**src/hdl/nvpc_defines.svh**
```systemverilog
`ifndef NVPC_DEFINES_SVH
`define NVPC_DEFINES_SVH
// register indices, byte address is index times four
`define NVPC_IDX_CMDREG 6'h00
`define NVPC_IDX_LOCKREG 6'h01
`define NVPC_IDX_STATUS 6'h02
`define NVPC_IDX_INTCTRL 6'h03
`define NVPC_IDX_INTFLAGS 6'h04
`define NVPC_IDX_DATA 6'h06
`define NVPC_IDX_ADDR 6'h08
`define NVPC_IDX_GUARD 6'h0A
// command codes
`define NVPC_CMD_NONE 3'h0
`define NVPC_CMD_PW 3'h1
`define NVPC_CMD_ERS 3'h2
`define NVPC_CMD_ERW 3'h3
`define NVPC_CMD_CLR 3'h4
`define NVPC_CMD_FULL 3'h5
`define NVPC_CMD_EE 3'h6
`define NVPC_CMD_FUSE 3'h7
// guard key and window length in retired instructions
`define NVPC_UNLOCK_KEY 8'h9D
`define NVPC_GUARD_WINDOW 3'h4
// buffer clear runs this many cycles
`define NVPC_CLEAR_CYCLES 3'h7
`define NVPC_BLOCK_SHIFT 8
// default memory map
`define NVPC_FLASH_BASE_DEF 16'h8000
`define NVPC_EE_BASE_DEF 16'h1400
`define NVPC_EE_BYTES_DEF 16'h0080
`define NVPC_USER_BASE_DEF 16'h1300
`define NVPC_USER_BYTES_DEF 16'h0020
`define NVPC_PAGE_BYTES_DEF 64
`define NVPC_RESP_OKAY 2'h0
`define NVPC_RESP_SLVERR 2'h2
`endif

```
**src/hdl/nvpc_pkg.sv**
```systemverilog
`include "nvpc_defines.svh"
package nvpc_pkg;
  typedef enum logic [2:0] {ST_IDLE = 3'h0, ST_ERASE = 3'h1, ST_WRITE = 3'h3, ST_DONE = 3'h2,
                            ST_CLEAR = 3'h6} nvpc_state_t;
  typedef enum logic [1:0] {SEC_FIRST, SEC_PROG, SEC_DATA} nvpc_sec_t;
  typedef enum logic [1:0] {TGT_FLASH, TGT_EE, TGT_USER} nvpc_tgt_t;
  typedef enum logic [2:0] {OP_PAGE_WRITE, OP_PAGE_ERASE, OP_FULL_ERASE, OP_EE_ERASE,
                            OP_FUSE_WRITE} nvpc_op_t;
endpackage

```
**src/hdl/nvpc_top.sv**
```systemverilog
// What this block does
// RL1 - flash split into 256-byte-block sections
// RL2 - zero fuses widen program or first section
// RL3 - writes only flow toward later sections
// RL4 - locks hold until the next reset
// RL5 - first section never CPU-written; lock blocks reads
// RL6 - eeprom touches only marked bytes
// RL7 - user row eeprom-like, debug writes when locked
// RL8 - array reads wait while busy
// RL9 - one shared buffer, low address bits index
// RL10 - store ANDs into buffer byte
// RL11 - buffer all ones after reset, op, clear, wake
// RL12 - software writes key then command quickly
// RL13 - page write, flash halts cpu
// RL14 - erase needs marked byte, flash halts
// RL15 - eeprom erase marked bytes, cpu runs
// RL16 - erase then write without buffer clear
// RL17 - buffer clear halts cpu seven cycles
// RL18 - full erase spares eeprom if fuse set
// RL19 - eeprom erase halts cpu until done
// RL20 - fuse write refused from the cpu
// RL21 - fuse uses address and data registers
// RL22 - reset aborts any running operation
// RL23 - three-bit command field decode
// RL24 - busy flags and last-op write error
// RL25 - eeprom ready flag, write-one clear, request
// RL26 - command field changes only after key
// RL27 - one mark bit per buffer byte
// RL28 - forbidden target leaves memory, flags error
//
// Added by the designer: register access over AXI4-Lite and the address map.
`include "nvpc_defines.svh"
`timescale 1ns/10ps
`default_nettype none
module nvpc_top #(
  parameter int PAGE_BYTES = `NVPC_PAGE_BYTES_DEF,
  parameter logic [15:0] FLASH_BASE = `NVPC_FLASH_BASE_DEF,
  parameter logic [15:0] EE_BASE = `NVPC_EE_BASE_DEF,
  parameter logic [15:0] EE_BYTES = `NVPC_EE_BYTES_DEF,
  parameter logic [15:0] USER_BASE = `NVPC_USER_BASE_DEF,
  parameter logic [15:0] USER_BYTES = `NVPC_USER_BYTES_DEF,
  localparam int IW = $clog2(PAGE_BYTES)
) (
  input wire logic core_clk,
  input wire logic rstn,
  input wire logic [7:0] s_axi_awaddr,
  input wire logic s_axi_awvalid,
  output logic s_axi_awready,
  input wire logic [31:0] s_axi_wdata,
  input wire logic [3:0] s_axi_wstrb,
  input wire logic s_axi_wvalid,
  output logic s_axi_wready,
  output logic [1:0] s_axi_bresp,
  output logic s_axi_bvalid,
  input wire logic s_axi_bready,
  input wire logic [7:0] s_axi_araddr,
  input wire logic s_axi_arvalid,
  output logic s_axi_arready,
  output logic [31:0] s_axi_rdata,
  output logic [1:0] s_axi_rresp,
  output logic s_axi_rvalid,
  input wire logic s_axi_rready,
  input wire logic [15:0] cpu_pc,
  input wire logic instr_retired,
  input wire logic store_valid,
  input wire logic [15:0] store_addr,
  input wire logic [7:0] store_data,
  input wire logic wake_pulse,
  input wire logic dbg_cmd_valid,
  input wire logic [2:0] dbg_cmd,
  input wire logic device_locked,
  input wire logic [7:0] first_section_end_fuse,
  input wire logic [7:0] program_section_end_fuse,
  input wire logic keep_eeprom_on_full_erase,
  input wire logic array_done,
  input wire logic [IW-1:0] pb_rd_idx,
  output logic [7:0] pb_rd_data_q,
  output logic pb_rd_mark_q,
  output logic op_req_q,
  output nvpc_pkg::nvpc_op_t op_kind_q,
  output nvpc_pkg::nvpc_tgt_t op_target_q,
  output logic [15:0] op_addr_q,
  output logic [7:0] op_data_q,
  output logic op_keep_ee_q,
  output logic cpu_halt_q,
  output logic load_wait_q,
  output logic first_read_block_q,
  output logic eeprom_ready_flag_irq_q
);
  if (PAGE_BYTES < 2 || (1 << IW) != PAGE_BYTES)
  begin : g_bad_page
    $error("PAGE_BYTES must be a power of two, at least 2");
  end

  nvpc_pkg::nvpc_state_t st_q;
  nvpc_pkg::nvpc_tgt_t tgt_q;
  logic [7:0] pb_q [PAGE_BYTES];
  logic [PAGE_BYTES-1:0] mark_q;
  logic [15:0] pb_addr_q, data_q, addr_q;
  logic [2:0] cmd_q, guard_q, clr_cnt_q;
  logic [7:0] aw_q;
  logic [31:0] w_q;
  logic [3:0] ws_q;
  logic aw_have_q, w_have_q, mixed_q, erw_q, werr_q, fl_busy_q, ee_busy_q;
  logic pwlock_q, frlock_q, irq_en_q, eeprom_ready_flag_q;
  logic wr_go, rd_go, store_go, clear_now, cpu_fire, dbg_fire, fire, err, any_mark, page_cmd;
  logic [2:0] fire_cmd;
  logic [5:0] widx;
  nvpc_pkg::nvpc_sec_t src_sec, tgt_sec;

  // section of a flash byte offset from the two end fuses
  // RL1 block limits
  function automatic nvpc_pkg::nvpc_sec_t sec_of(input logic [15:0] off);
    logic [15:0] boot_lim;
    logic [15:0] app_lim;
    boot_lim = 16'(first_section_end_fuse) << `NVPC_BLOCK_SHIFT;
    app_lim = 16'(program_section_end_fuse) << `NVPC_BLOCK_SHIFT;
    // RL2 zero fuse cases
    if (first_section_end_fuse == '0 || off < boot_lim)
      return nvpc_pkg::SEC_FIRST;
    else if (program_section_end_fuse == '0 || off < app_lim)
      return nvpc_pkg::SEC_PROG;
    else
      return nvpc_pkg::SEC_DATA;
  endfunction

  function automatic nvpc_pkg::nvpc_tgt_t tgt_of(input logic [15:0] a);
    if (a >= EE_BASE && a < EE_BASE + EE_BYTES)
      return nvpc_pkg::TGT_EE;
    else if (a >= USER_BASE && a < USER_BASE + USER_BYTES)
      return nvpc_pkg::TGT_USER;
    else
      return nvpc_pkg::TGT_FLASH;
  endfunction

  // bus handshakes; one write and one read outstanding
  assign wr_go = aw_have_q && w_have_q && !s_axi_bvalid;
  assign rd_go = s_axi_arvalid && s_axi_arready;
  assign widx = aw_q[7:2];
  assign store_go = store_valid && st_q == nvpc_pkg::ST_IDLE;
  assign clear_now = st_q == nvpc_pkg::ST_DONE || wake_pulse;
  assign any_mark = |mark_q;
  assign src_sec = sec_of(cpu_pc);
  assign tgt_sec = sec_of(pb_addr_q - FLASH_BASE);

  // command launch: cpu side needs open guard window
  // RL26 key gates field
  assign cpu_fire = wr_go && widx == `NVPC_IDX_CMDREG && ws_q[0] && guard_q != '0
                    && st_q == nvpc_pkg::ST_IDLE;
  assign dbg_fire = dbg_cmd_valid && !cpu_fire && st_q == nvpc_pkg::ST_IDLE;
  assign fire = cpu_fire || dbg_fire;
  assign fire_cmd = cpu_fire ? w_q[2:0] : dbg_cmd;
  assign page_cmd = fire_cmd == `NVPC_CMD_PW || fire_cmd == `NVPC_CMD_ERS || fire_cmd == `NVPC_CMD_ERW;

  // protection check evaluated at launch
  always_comb
  begin
    err = 1'b0;
    if (cpu_fire)
    begin
      // RL20 cpu fuse refused
      if (fire_cmd == `NVPC_CMD_FUSE)
        err = 1'b1;
      // RL3 directional protection
      if ((page_cmd || fire_cmd == `NVPC_CMD_FULL || fire_cmd == `NVPC_CMD_EE) && src_sec == nvpc_pkg::SEC_DATA)
        err = 1'b1;
      // RL5 first section closed
      if (page_cmd && tgt_q == nvpc_pkg::TGT_FLASH && (tgt_sec == nvpc_pkg::SEC_FIRST ||
          (tgt_sec == nvpc_pkg::SEC_PROG && (src_sec != nvpc_pkg::SEC_FIRST || pwlock_q))))
        err = 1'b1;
    end
    else if (dbg_fire && page_cmd)
    begin
      // RL7 user row open when locked
      err = device_locked && tgt_q != nvpc_pkg::TGT_USER;
    end
    // mixed-target buffer cannot be programmed
    if (fire && page_cmd && mixed_q)
      err = 1'b1;
  end

  // write channel capture, address and data in either order
  always_ff @(posedge core_clk or negedge rstn)
  begin
    if (!rstn)
    begin
      aw_have_q <= 1'b0;
      w_have_q <= 1'b0;
      s_axi_awready <= 1'b1;
      s_axi_wready <= 1'b1;
      s_axi_bvalid <= 1'b0;
      s_axi_bresp <= `NVPC_RESP_OKAY;
      aw_q <= '0;
      w_q <= '0;
      ws_q <= '0;
    end
    else
    begin
      if (s_axi_awvalid && s_axi_awready)
      begin
        aw_have_q <= 1'b1;
        aw_q <= s_axi_awaddr;
        s_axi_awready <= 1'b0;
      end
      if (s_axi_wvalid && s_axi_wready)
      begin
        w_have_q <= 1'b1;
        w_q <= s_axi_wdata;
        ws_q <= s_axi_wstrb;
        s_axi_wready <= 1'b0;
      end
      if (wr_go)
      begin
        aw_have_q <= 1'b0;
        w_have_q <= 1'b0;
        s_axi_bvalid <= 1'b1;
        s_axi_bresp <= (widx <= `NVPC_IDX_INTFLAGS || widx == `NVPC_IDX_DATA ||
                        widx == `NVPC_IDX_ADDR || widx == `NVPC_IDX_GUARD) ? `NVPC_RESP_OKAY : `NVPC_RESP_SLVERR;
      end
      if (s_axi_bvalid && s_axi_bready)
      begin
        s_axi_bvalid <= 1'b0;
        s_axi_awready <= 1'b1;
        s_axi_wready <= 1'b1;
      end
    end
  end

  // read channel, answer one cycle after address is taken
  always_ff @(posedge core_clk or negedge rstn)
  begin
    if (!rstn)
    begin
      s_axi_arready <= 1'b1;
      s_axi_rvalid <= 1'b0;
      s_axi_rdata <= '0;
      s_axi_rresp <= `NVPC_RESP_OKAY;
    end
    else if (rd_go)
    begin
      s_axi_arready <= 1'b0;
      s_axi_rvalid <= 1'b1;
      s_axi_rresp <= `NVPC_RESP_OKAY;
      // RL24 status readback
      case (s_axi_araddr[7:2])
        `NVPC_IDX_CMDREG: s_axi_rdata <= 32'(cmd_q);
        `NVPC_IDX_LOCKREG: s_axi_rdata <= 32'({frlock_q, pwlock_q});
        `NVPC_IDX_STATUS: s_axi_rdata <= 32'({werr_q, ee_busy_q, fl_busy_q});
        `NVPC_IDX_INTCTRL: s_axi_rdata <= 32'(irq_en_q);
        `NVPC_IDX_INTFLAGS: s_axi_rdata <= 32'(eeprom_ready_flag_q);
        `NVPC_IDX_DATA: s_axi_rdata <= 32'(data_q);
        `NVPC_IDX_ADDR: s_axi_rdata <= 32'(addr_q);
        `NVPC_IDX_GUARD: s_axi_rdata <= 32'({guard_q != '0, 1'b0});
        default:
        begin
          s_axi_rdata <= '0;
          s_axi_rresp <= `NVPC_RESP_SLVERR;
        end
      endcase
    end
    else if (s_axi_rvalid && s_axi_rready)
    begin
      s_axi_rvalid <= 1'b0;
      s_axi_arready <= 1'b1;
    end
  end

  // software registers; locks only ever set
  always_ff @(posedge core_clk or negedge rstn)
  begin
    if (!rstn)
    begin
      pwlock_q <= 1'b0;
      frlock_q <= 1'b0;
      irq_en_q <= 1'b0;
      data_q <= '0;
      addr_q <= '0;
      guard_q <= '0;
      first_read_block_q <= 1'b0;
    end
    else
    begin
      // guard window closes after the set number of instructions
      if (instr_retired && guard_q != '0)
        guard_q <= guard_q - 3'h1;
      if (wr_go && ws_q[0])
      begin
        case (widx)
          // RL4 sticky locks
          `NVPC_IDX_LOCKREG:
          begin
            pwlock_q <= pwlock_q | w_q[0];
            frlock_q <= frlock_q | (w_q[1] && src_sec == nvpc_pkg::SEC_FIRST);
          end
          `NVPC_IDX_INTCTRL: irq_en_q <= w_q[0];
          `NVPC_IDX_GUARD: if (w_q[7:0] == `NVPC_UNLOCK_KEY) guard_q <= `NVPC_GUARD_WINDOW;
          default: ;
        endcase
      end
      // RL21 fuse address and value
      if (wr_go && widx == `NVPC_IDX_DATA)
        data_q <= {ws_q[1] ? w_q[15:8] : data_q[15:8], ws_q[0] ? w_q[7:0] : data_q[7:0]};
      if (wr_go && widx == `NVPC_IDX_ADDR)
        addr_q <= {ws_q[1] ? w_q[15:8] : addr_q[15:8], ws_q[0] ? w_q[7:0] : addr_q[7:0]};
      // RL5 read lock applies once the cpu leaves the first section
      first_read_block_q <= frlock_q && src_sec != nvpc_pkg::SEC_FIRST;
    end
  end

  // ready flag: set wins over a write-one clear
  // RL25 sticky flag
  always_ff @(posedge core_clk or negedge rstn)
  begin
    if (!rstn)
    begin
      eeprom_ready_flag_q <= 1'b0;
      eeprom_ready_flag_irq_q <= 1'b0;
    end
    else
    begin
      eeprom_ready_flag_q <= (st_q == nvpc_pkg::ST_DONE && ee_busy_q) ||
                   (eeprom_ready_flag_q && !(wr_go && widx == `NVPC_IDX_INTFLAGS && ws_q[0] && w_q[0]));
      eeprom_ready_flag_irq_q <= eeprom_ready_flag_q && irq_en_q;
    end
  end

  // page buffer with a mark per byte; one buffer for every memory
  // RL11 reset to all ones
  always_ff @(posedge core_clk or negedge rstn)
  begin
    if (!rstn)
    begin
      for (int i = 0; i < PAGE_BYTES; i++)
        pb_q[i] <= '1;
      mark_q <= '0;
      mixed_q <= 1'b0;
      pb_addr_q <= '0;
      tgt_q <= nvpc_pkg::TGT_FLASH;
    end
    // RL11 clear after op or wake
    else if (clear_now)
    begin
      for (int i = 0; i < PAGE_BYTES; i++)
        pb_q[i] <= '1;
      // RL27 marks cleared with buffer
      mark_q <= '0;
      mixed_q <= 1'b0;
    end
    else if (store_go)
    begin
      // RL10 AND merge
      // RL9 low bits index
      pb_q[store_addr[IW-1:0]] <= pb_q[store_addr[IW-1:0]] & store_data;
      // RL6 byte marked
      mark_q[store_addr[IW-1:0]] <= 1'b1;
      mixed_q <= mixed_q || (any_mark && tgt_of(store_addr) != tgt_q);
      pb_addr_q <= store_addr;
      tgt_q <= tgt_of(store_addr);
    end
  end

  // array side reads the buffer while an operation runs
  always_ff @(posedge core_clk or negedge rstn)
  begin
    if (!rstn)
    begin
      pb_rd_data_q <= '1;
      pb_rd_mark_q <= 1'b0;
    end
    else
    begin
      pb_rd_data_q <= pb_q[pb_rd_idx];
      pb_rd_mark_q <= mark_q[pb_rd_idx];
    end
  end

  // command sequencer; async reset drops any running request
  // RL22 reset aborts
  always_ff @(posedge core_clk or negedge rstn)
  begin
    if (!rstn)
    begin
      st_q <= nvpc_pkg::ST_IDLE;
      cmd_q <= `NVPC_CMD_NONE;
      op_req_q <= 1'b0;
      op_kind_q <= nvpc_pkg::OP_PAGE_WRITE;
      op_target_q <= nvpc_pkg::TGT_FLASH;
      op_addr_q <= '0;
      op_data_q <= '0;
      op_keep_ee_q <= 1'b0;
      erw_q <= 1'b0;
      clr_cnt_q <= '0;
      werr_q <= 1'b0;
      fl_busy_q <= 1'b0;
      ee_busy_q <= 1'b0;
      cpu_halt_q <= 1'b0;
      load_wait_q <= 1'b0;
    end
    else
    begin
      case (st_q)
        nvpc_pkg::ST_IDLE:
          if (fire && fire_cmd != `NVPC_CMD_NONE)
          begin
            // RL24 error of last op
            // RL28 refused op untouched
            werr_q <= err;
            if (!err)
            begin
              cmd_q <= fire_cmd;
              op_target_q <= tgt_q;
              op_addr_q <= pb_addr_q;
              op_keep_ee_q <= keep_eeprom_on_full_erase;
              // RL23 command decode
              case (fire_cmd)
                `NVPC_CMD_PW, `NVPC_CMD_ERS, `NVPC_CMD_ERW:
                  // RL14 erase needs a mark
                  if (fire_cmd != `NVPC_CMD_ERS || any_mark)
                  begin
                    st_q <= fire_cmd == `NVPC_CMD_PW ? nvpc_pkg::ST_WRITE : nvpc_pkg::ST_ERASE;
                    op_kind_q <= fire_cmd == `NVPC_CMD_PW ? nvpc_pkg::OP_PAGE_WRITE : nvpc_pkg::OP_PAGE_ERASE;
                    // RL16 erase then write
                    erw_q <= fire_cmd == `NVPC_CMD_ERW;
                    op_req_q <= 1'b1;
                    // RL8 array loads stall
                    load_wait_q <= 1'b1;
                    fl_busy_q <= tgt_q == nvpc_pkg::TGT_FLASH;
                    ee_busy_q <= tgt_q != nvpc_pkg::TGT_FLASH;
                    // RL13 flash halts, eeprom runs
                    // RL15 eeprom erase runs
                    cpu_halt_q <= tgt_q == nvpc_pkg::TGT_FLASH;
                  end
                  else
                    cmd_q <= `NVPC_CMD_NONE;
                // RL17 seven-cycle clear
                `NVPC_CMD_CLR:
                begin
                  st_q <= nvpc_pkg::ST_CLEAR;
                  clr_cnt_q <= `NVPC_CLEAR_CYCLES;
                  cpu_halt_q <= 1'b1;
                end
                // RL18 keep fuse passed on
                // RL19 eeprom erase halts
                `NVPC_CMD_FULL, `NVPC_CMD_EE:
                begin
                  st_q <= nvpc_pkg::ST_ERASE;
                  op_kind_q <= fire_cmd == `NVPC_CMD_FULL ? nvpc_pkg::OP_FULL_ERASE : nvpc_pkg::OP_EE_ERASE;
                  op_req_q <= 1'b1;
                  load_wait_q <= 1'b1;
                  fl_busy_q <= fire_cmd == `NVPC_CMD_FULL;
                  ee_busy_q <= fire_cmd == `NVPC_CMD_EE || !keep_eeprom_on_full_erase;
                  cpu_halt_q <= 1'b1;
                end
                default:
                begin
                  st_q <= nvpc_pkg::ST_WRITE;
                  op_kind_q <= nvpc_pkg::OP_FUSE_WRITE;
                  op_addr_q <= addr_q;
                  op_data_q <= data_q[7:0];
                  op_req_q <= 1'b1;
                  load_wait_q <= 1'b1;
                  fl_busy_q <= 1'b1;
                  cpu_halt_q <= 1'b1;
                end
              endcase
            end
          end
        nvpc_pkg::ST_ERASE:
          if (array_done)
          begin
            // buffer kept between the two halves
            if (erw_q)
            begin
              st_q <= nvpc_pkg::ST_WRITE;
              op_kind_q <= nvpc_pkg::OP_PAGE_WRITE;
              erw_q <= 1'b0;
            end
            else
            begin
              st_q <= nvpc_pkg::ST_DONE;
              op_req_q <= 1'b0;
            end
          end
        nvpc_pkg::ST_WRITE:
          if (array_done)
          begin
            st_q <= nvpc_pkg::ST_DONE;
            op_req_q <= 1'b0;
          end
        nvpc_pkg::ST_CLEAR:
        begin
          clr_cnt_q <= clr_cnt_q - 3'h1;
          if (clr_cnt_q == 3'h1)
          begin
            st_q <= nvpc_pkg::ST_DONE;
            cpu_halt_q <= 1'b0;
          end
        end
        nvpc_pkg::ST_DONE:
        begin
          st_q <= nvpc_pkg::ST_IDLE;
          cmd_q <= `NVPC_CMD_NONE;
          fl_busy_q <= 1'b0;
          ee_busy_q <= 1'b0;
          cpu_halt_q <= 1'b0;
          load_wait_q <= 1'b0;
        end
        default: st_q <= nvpc_pkg::ST_IDLE;
      endcase
    end
  end

  // helpers for the checks below
  logic chk_q;
  logic [IW-1:0] chk_idx_q;
  logic [7:0] chk_ref_q;
  logic pb_ones;
  always_comb
  begin
    pb_ones = 1'b1;
    for (int i = 0; i < PAGE_BYTES; i++)
      pb_ones = pb_ones && pb_q[i] == 8'hFF;
  end
  always_ff @(posedge core_clk or negedge rstn)
  begin
    if (!rstn)
    begin
      chk_q <= 1'b0;
      chk_idx_q <= '0;
      chk_ref_q <= '0;
    end
    else
    begin
      chk_q <= store_go && !clear_now;
      chk_idx_q <= store_addr[IW-1:0];
      chk_ref_q <= pb_q[store_addr[IW-1:0]] & store_data;
    end
  end
endmodule
`default_nettype wire

```
**config.mk**
```make
export PLATFORM = sky130hd
export DESIGN_NAME = nvpc_top
export DESIGN_NICKNAME = d
export VERILOG_FILES = /design/src/hdl/nvpc_pkg.sv /design/src/hdl/nvpc_top.sv
export VERILOG_INCLUDE_DIRS = /design/src /design/src/hdl
export SDC_FILE = /design/constraint.sdc
export NUM_CORES = 2
export LEC_CHECK = 0
export ABC_AREA = 1
export BUFFER_PORTS_ARGS = -buffer_cell sky130_fd_sc_hd__buf_2
export CORE_MARGIN = 2
export CORE_UTILIZATION = 57
export DETAILED_ROUTE_END_ITERATION = 12
export PLACE_DENSITY_LB_ADDON = 0.1
export SLEW_MARGIN = 20
export SYNTH_ARGS = -nofsm -noshare
export SYNTH_HDL_FRONTEND = slang
export SYNTH_SLANG_ARGS = --single-unit
```
**constraint.sdc**
```tcl
create_clock -name core_clk -period 6.1 [get_ports core_clk]
set_input_delay 0.915 -clock core_clk [delete_from_list [all_inputs] [get_ports core_clk]]
set_output_delay 0.915 -clock core_clk [all_outputs]
set_load 0.05 [all_outputs]
```
Word level (Yosys, flattened, before mapping). Cells that the tools add are included.

Logic and storage cells: 404. Flip-flop bits (word level): 760. Bits of input ports: 131. Output and inout port bits: 85.

Mux-type cells: 113. Add/sub/neg operators: 3. Bitwise logic cells: 9. Equal/unequal tests: 44. Reduce and logical (&&, ||, !) cells: 111. Magnitude comparators: 15.

Operators by type and width (count): 512-bit 2-to-1 mux (2); 512-bit bitwise mux (1); 64-bit 2-to-1 mux (2); 16-bit case mux with 8 select lines (1); 8-bit binary-select mux with 6-bit select (2); 3-bit 2-to-1 mux (23); 16-bit < comparator (4); 64-bit OR (1); 64-bit OR reduction (1); 8-bit demux with 6-bit select (1); 1-bit 2-to-1 mux (47); 1-bit logical AND (40); 8-bit 2-to-1 mux (5); 16-bit by 13-bit greater-or-equal comparator with 1-bit output, second input constant (2); 16-bit by 13-bit < comparator with 1-bit output, second input constant (2); 6-bit by 3-bit == test with 1-bit output, second input constant (4); 6-bit by 4-bit == test with 1-bit output, second input constant (4); 2-bit nonzero test (12); 2-bit 2-to-1 mux (11); 1-bit logical OR (19); 6-bit by 2-bit == test with 1-bit output, second input constant (3); 3-bit case mux with 2 select lines (3); 3-bit case mux with 3 select lines (2); 8-bit zero test (2); 46 further kinds (101).

Longest topological paths before layout.
Depth in word-level cells: 20. Depth in mapped cells: 20. Mapped depth without buffers: 19.

Least setup slack after synthesis. OpenSTA, ideal clock, no wires.

Kind: in2reg. Start: input store_addr[2]. End: register pb_q[101] (netlist name). Setup slack: 3.463 ns. Stages on the path: 15. Arrival: 2.546 ns. Path buffers: 4. Library setup time: 0.092 ns. Required time: 6.008 ns. Cells stage by stage: clkbuf_2 > inv_1 > nand3_2 > inv_2 > buf_2 > buf_2 > a211oi_1 > nand3_1 > nand2_1 > nand2_1 > nor2_1 > nand2_1 > nand2_2 > buf_6 > a21oi_1.

Word-level cells in the longest chain between the ends: 8. Elaborated cells between the ends (all ways): 13. Those cells by class: 2 x order compare; 8 x mux; 2 x bitwise; 1 x reduce/logical.

RTL lines: start, declared (RTL line nvpc_top.sv:66) `input wire logic [15:0] store_addr,`; 6-bit NOT with 7-bit output *; 7-bit greater-or-equal comparator (tied with other cells); 1-bit logical AND (not written as such) or 8-bit 2-to-1 mux (tied branches); 8-bit 2-to-1 mux (on tied branches); 8-bit demux with 6-bit select or 8-bit bitwise AND (tied branches); 512-bit bitwise mux * (RTL line nvpc_top.sv:353) `pb_q[store_addr[IW-1:0]] <= pb_q[store_addr[IW-1:0]] & store_data;`; 512-bit 2-to-1 mux * (RTL line nvpc_top.sv:349) `else if (store_go)`; 512-bit 2-to-1 mux * (RTL line nvpc_top.sv:341) `else if (clear_now)`; end signal, assigned by index (RTL line nvpc_top.sv:353); end, declared (RTL line nvpc_top.sv:97) `logic [7:0] pb_q [PAGE_BYTES];`.

Every way passes the cells marked *; elsewhere a longest branch is shown, timed or not. The select of a mux whose other input is x is not followed. A chain may end at the register's enable or synchronous reset.

Worst setup path in the final report.
Start: input store_addr[0]. End: register pb_q[240] (netlist name).

The elaborated chain is that of the path after synthesis.

==> flow_summary.html <==
<table>
<tr><th>Metric</th><th>Value</th></tr>
<tr><th colspan="2">Status</th></tr>
<tr><td>Run status</td><td>completed</td></tr>
<tr><th colspan="2">Floorplan</th></tr>
<tr><td>Die Wd</td><td>265.3 µm</td></tr>
<tr><td>Initial Util</td><td>57.74%</td></tr>
<tr><td>Number of top-level design ports</td><td>216</td></tr>
<tr><td>Core Area</td><td>67,400 µm²</td></tr>
<tr><td>Die Height</td><td>265.3 µm</td></tr>
<tr><td>Total Die Area</td><td>70,380 µm²</td></tr>
<tr><td>Count of standard-cell rows</td><td>95</td></tr>
<tr><th colspan="2">Yosys</th></tr>
<tr><td>Syn Inst Count</td><td>4,894</td></tr>
<tr><td>Top cell type by total area after synthesis</td><td>sky130_fd_sc_hd__dfstp_2</td></tr>
<tr><td>Share of synthesized registers carrying an async set or reset</td><td>100.0%</td></tr>
<tr><td>Cell types occupying the most area after synthesis</td><td>sky130_fd_sc_hd__dfstp_2 (35%), sky130_fd_sc_hd__dfrtp_1 (14%), sky130_fd_sc_hd__a21oi_1 (9.8%), sky130_fd_sc_hd__nand2_1 (7.7%), sky130_fd_sc_hd__nor2_1 (7.3%)</td></tr>
<tr><td>Top_reg_cell synth</td><td>sky130_fd_sc_hd__dfstp_2</td></tr>
<tr><td>Netlist area before placement</td><td>38,920 µm²</td></tr>
<tr><td>Synth unique cells</td><td>61</td></tr>
<tr><td>FF+latch count, synth</td><td>740</td></tr>
<tr><td>EDFF count, synth</td><td>0</td></tr>
<tr><td>Share of Yosys cell area claimed by the top area cell type</td><td>35.31%</td></tr>
<tr><td>Commonest cells post-synth</td><td>sky130_fd_sc_hd__nand2_1 (803), sky130_fd_sc_hd__a21oi_1 (764), sky130_fd_sc_hd__nor2_1 (762), sky130_fd_sc_hd__o21ai_0 (552), sky130_fd_sc_hd__dfstp_2 (523)</td></tr>
<tr><td>Library cell with the highest instance count after synthesis</td><td>sky130_fd_sc_hd__nand2_1</td></tr>
<tr><td>Post-Syn Area per Cell</td><td>7.952 µm²</td></tr>
<tr><td>Share of synthesized area occupied by flip-flops and latches</td><td>49.27%</td></tr>
<tr><td>Number of warnings printed during yosys synthesis</td><td>0</td></tr>
<tr><th colspan="2">Power</th></tr>
<tr><td>Maximum vdd drop</td><td>0.3092 mV</td></tr>
<tr><td>Static Leakage</td><td>0.01865 µW</td></tr>
<tr><td>Power share of the clock group</td><td>35.7%</td></tr>
<tr><td>Sequential share of power</td><td>40.0%</td></tr>
<tr><td>Power Internal</td><td>9030 µW</td></tr>
<tr><td>Power Dens Cells</td><td>326.8 nW/µm²</td></tr>
<tr><td>Net Sw Frac</td><td>35.80%</td></tr>
<tr><td>Part of the power in combinational logic</td><td>24.3%</td></tr>
<tr><td>Switching Power</td><td>5035 µW</td></tr>
<tr><th colspan="2">Critical path</th></tr>
<tr><td>Critical path required time</td><td>6.63 ns</td></tr>
<tr><td>Longest individual stage delay on the worst path</td><td>0.60 ns</td></tr>
<tr><td>Arrival time worst endpoint</td><td>4.54 ns</td></tr>
<tr><td>Maximum fanout count along the critical path</td><td>33</td></tr>
<tr><td>Worst setup EP type</td><td>flip-flop</td></tr>
<tr><td>Count of buffering cells on the critical path with inverters included</td><td>4</td></tr>
<tr><td>Type of origin of the critical path</td><td>input pin</td></tr>
<tr><td>Slowest-stage cell, CP</td><td>sky130_fd_sc_hd__nand2_2</td></tr>
<tr><td>Worst setup path category</td><td>input pin to flip-flop</td></tr>
<tr><td>Worst path cell trace</td><td>buf_2 -&gt; nand3_1 -&gt; inv_2 -&gt; buf_4 -&gt; a22oi_1 -&gt; nand3_1 -&gt; o21ai_0 -&gt; nand2_1 -&gt; nor2_1 -&gt; nand2_1 -&gt; nand2_2 -&gt; buf_4 -&gt; a21oi_1</td></tr>
<tr><td>Top Family by Delay on Critical Path</td><td>buffers and inverters</td></tr>
<tr><th colspan="2">STA</th></tr>
<tr><td>Final count of negative-setup-slack endpoints</td><td>0</td></tr>
<tr><td>Worst relative slew slack</td><td>23.28%</td></tr>
<tr><td>Share of the clock period used by the worst path after layout</td><td>65.71%</td></tr>
<tr><td>Fin crit period</td><td>4.009 ns</td></tr>
<tr><td>Clk_skew</td><td>0.01945 ns</td></tr>
<tr><td>Final total negative setup slack</td><td>0 ns</td></tr>
<tr><td>Final max-slew violation count</td><td>0</td></tr>
<tr><td>Final setup margin</td><td>2.091 ns</td></tr>
<tr><td>Hold Fails Final Rpt</td><td>0</td></tr>
<tr><td>Actual transition at the worst max-transition pin</td><td>1.136 ns</td></tr>
<tr><td>Setup repair after global routing missed its margin</td><td>no</td></tr>
<tr><td>Maximum clock frequency</td><td>249.5 MHz</td></tr>
<tr><th colspan="2">Routing</th></tr>
<tr><td>Remaining routing DRC violations</td><td>0</td></tr>
<tr><td>Initial detailed-routing violation count</td><td>5,258</td></tr>
<tr><td>Drt wl/cell</td><td>24.28 µm</td></tr>
<tr><td>Post-DRT Antenna Nets</td><td>0</td></tr>
<tr><td>First-pass iteration count of the detailed router</td><td>6</td></tr>
<tr><td>Via density per instance</td><td>6.388</td></tr>
<tr><td>Final wirelength</td><td>142,500 µm</td></tr>
<tr><td>Count of vias placed by the detailed router</td><td>37,510</td></tr>
<tr><th colspan="2">Layout</th></tr>
<tr><td>Share of cells above drive strength 1</td><td>19.54%</td></tr>
<tr><td>Final layout net count</td><td>5,094</td></tr>
<tr><td>Combined area of the multi-input logic cells</td><td>17,040 µm²</td></tr>
<tr><td>Storage cell area</td><td>19,170 µm²</td></tr>
<tr><td>Fillers</td><td>6,019</td></tr>
<tr><td>End-of-flow core utilization</td><td>63.86%</td></tr>
<tr><td>Syn-to-layout area delta</td><td>10.60%</td></tr>
<tr><th colspan="2">Placed design</th></tr>
<tr><td>Hpwl dp</td><td>91,980 µm</td></tr>
<tr><td>Worst slack at placement</td><td>1.680 ns</td></tr>
<tr><td>Final weighted congestion in routability-driven placement</td><td>0.9744</td></tr>
<tr><td>Number of port buffers</td><td>167</td></tr>
<tr><th colspan="2">Global route</th></tr>
<tr><td>Vias in the first global route</td><td>35,140</td></tr>
<tr><td>Total routing usage reported by global routing</td><td>40.09%</td></tr>
<tr><td>Global-route track usage on met1</td><td>53.51%</td></tr>
<tr><td>Most Used Layer, Global Route</td><td>met2</td></tr>
<tr><td>Global-route congestion overflow total</td><td>0</td></tr>
<tr><td>Largest net degree at the start of global routing</td><td>151</td></tr>
<tr><td>Met3 Resource Use GR</td><td>11.06%</td></tr>
<tr><td>Global Route met2 Usage</td><td>58.13%</td></tr>
<tr><td>First-pass GRT wire length</td><td>214,600 µm</td></tr>
<tr><td>Initial antenna violation count</td><td>3</td></tr>
<tr><th colspan="2">Clocking</th></tr>
<tr><td>Number of levels in the clock H-tree</td><td>3</td></tr>
<tr><td>Clk root buf</td><td>sky130_fd_sc_hd__clkbuf_16</td></tr>
<tr><td>TritonCTS clock tree</td><td>built</td></tr>
<tr><td>Clock tree sinks</td><td>740</td></tr>
<tr><td>CTS hold repair buffers</td><td>0</td></tr>
<tr><td>Clk pin slew, worst setup/hold paths</td><td>0.06 ns</td></tr>
<tr><td>Worst skew pair latency</td><td>0.65 ns</td></tr>
<tr><td>Setup fix buffers added after clock tree synthesis</td><td>0</td></tr>
<tr><td>Clk buf depth</td><td>3</td></tr>
<tr><td>Gates resized, CTS repair</td><td>0</td></tr>
<tr><td>CTS Buf Count</td><td>80</td></tr>
<tr><th colspan="2">Run</th></tr>
<tr><td>Maximum capacitance violations</td><td>0</td></tr>
<tr><th colspan="2">Hold path</th></tr>
<tr><td>Hold WC Path Type</td><td>input pin to asynchronous set/reset pin</td></tr>
</table>
[cell usage in the layout, fill, tap and decap left out, types with 12 or more instances in the layout]
cell type                   count
sky130_fd_sc_hd__ha_1          32
sky130_fd_sc_hd__a221oi_1      36
sky130_fd_sc_hd__inv_2         18
sky130_fd_sc_hd__buf_2        164
sky130_fd_sc_hd__clkbuf_16     81
sky130_fd_sc_hd__nand2_2       12
sky130_fd_sc_hd__a21oi_1      764
sky130_fd_sc_hd__o2bb2ai_1     19
sky130_fd_sc_hd__dfstp_2      523
sky130_fd_sc_hd__o21ai_0      552
sky130_fd_sc_hd__buf_4         70
sky130_fd_sc_hd__o21ai_1       53
sky130_fd_sc_hd__nor2_1       760
sky130_fd_sc_hd__a211oi_1      15
sky130_fd_sc_hd__nand4_1       73
sky130_fd_sc_hd__clkbuf_8      13
sky130_fd_sc_hd__o221ai_1      23
sky130_fd_sc_hd__o211ai_1      16
sky130_fd_sc_hd__clkbuf_1      23
sky130_fd_sc_hd__o2111ai_1     14
sky130_fd_sc_hd__o22ai_1       48
sky130_fd_sc_hd__inv_1        321
sky130_fd_sc_hd__nand2_1      803
sky130_fd_sc_hd__buf_12        18
sky130_fd_sc_hd__dfrtp_1      217
sky130_fd_sc_hd__nand3_1       68
sky130_fd_sc_hd__clkinv_2      16
sky130_fd_sc_hd__conb_1        18
sky130_fd_sc_hd__nor3_1        24
sky130_fd_sc_hd__a22oi_1       67
[registers in the layout, summed over array words and instances (netlist names), 2 cells and up]
name	cells
op_addr_q	16
pb_rd_data_q	8
op_kind_q	3
pb_addr_q	16
aw_q	6
op_target_q	2
guard_q	3
w_q	16
addr_q	16
clr_cnt_q	3
st_q	3
data_q	16
pb_q	512
tgt_q	2
ws_q	2
cmd_q	3
mark_q	64
s_axi_rdata	16
op_data_q	8
[power by group through the flow]
stage | Combinational, µW | Clock [µW] | Sequential, µW
finish | 3420 | 5020 | 5630
floorplan | 1800 | 0 | 6040
global placement | 3300 | 0 | 5680
CTS | 3350 | 5050 | 5620
global route | 3680 | 5240 | 5660
detailed placement | 3330 | 0 | 5700
[kinds of logic after synthesis]
kind of cell / Yosys count / synth area share (%)
AOI/OAI and AO/OA: 1666 / 23.69
xor gates and xnor gates: 3 / 0.06753
adders and majority gates: 32 / 1.029
buffers and inverters: 662 / 7.202
DFF: 740 / 49.27
other: 1 / 0.009636
and+or+nand+nor: 1790 / 18.74
[layer usage]
layer	vias up	wire length (µm)
met5	-	192
met4	6	9738
met3	559	17310
met2	2466	60720
met1	17800	54590
li1	16680	-
[metrics by stage]
stage,instance area [µm²],hold slack (ns),total power [µW],std cells
detailed placement,40350,0.4592,9024,5722
global placement,40350,0.4525,8984,5722
global route,43040,0.3664,14580,5869
floorplan,38980,0.4361,7841,4911
finish,43040,0.2883,14060,5871
CTS,43020,0.3601,14020,5869
[worst paths after layout]
| path | start | to | slack (ns) | cells after the start |
|---|---|---|---|---|
| max | store_addr[0] | pb_q[240]$_DFFE_PN1P_ | 2.09 | 13 |
| min reg2reg | op_kind_q[2]$_DFFE_PN0P_ | op_kind_q[2]$_DFFE_PN0P_ | 0.47 | 2 |
| min | rstn | s_axi_rdata[14]$_DFFE_PN0P_ | 0.29 | 1 |
| min in group core_clk | s_axi_wvalid | s_axi_wready$_DFFE_PN1P_ | 0.45 | 2 |
| max reg2reg | guard_q[0]$_DFF_PN0_ | op_kind_q[2]$_DFFE_PN0P_ | 2.63 | 17 |
| max in group asynchronous | rstn | mark_q[21]$_DFFE_PN0P_ | 4.42 | 2 |
[cell type report]
type | instances | area share, %
clock inverters | 30 | 0.8925
well taps | 873 | 2.538
flip-flops and latches | 740 | 44.54
clock buffers | 117 | 5.326
inverters | 345 | 3.035
diodes | 2 | 0.01163
repair buffers | 255 | 4.061
multi-input cells | 3509 | 39.59
[worst register-to-register path, cell delays in order, from the launching register on]
cell                      delay [ns]
sky130_fd_sc_hd__dfrtp_1        0.35
sky130_fd_sc_hd__inv_1          0.05
sky130_fd_sc_hd__ha_1           0.19
sky130_fd_sc_hd__ha_1           0.23
sky130_fd_sc_hd__inv_1          0.09
sky130_fd_sc_hd__nand2_1        0.08
sky130_fd_sc_hd__nor2_4         0.14
sky130_fd_sc_hd__nand2_4        0.13
sky130_fd_sc_hd__nand2_1        0.15
sky130_fd_sc_hd__o21ai_4        0.12
sky130_fd_sc_hd__nand3_1        0.14
sky130_fd_sc_hd__nand2_1        0.54
sky130_fd_sc_hd__nand2_1        0.40
sky130_fd_sc_hd__nand2_1        0.11
sky130_fd_sc_hd__nor2_1         0.19
sky130_fd_sc_hd__nand4_1        0.26
sky130_fd_sc_hd__nand2_1        0.12
sky130_fd_sc_hd__nand2_1        0.05
Power figures use the tool's default switching activity.
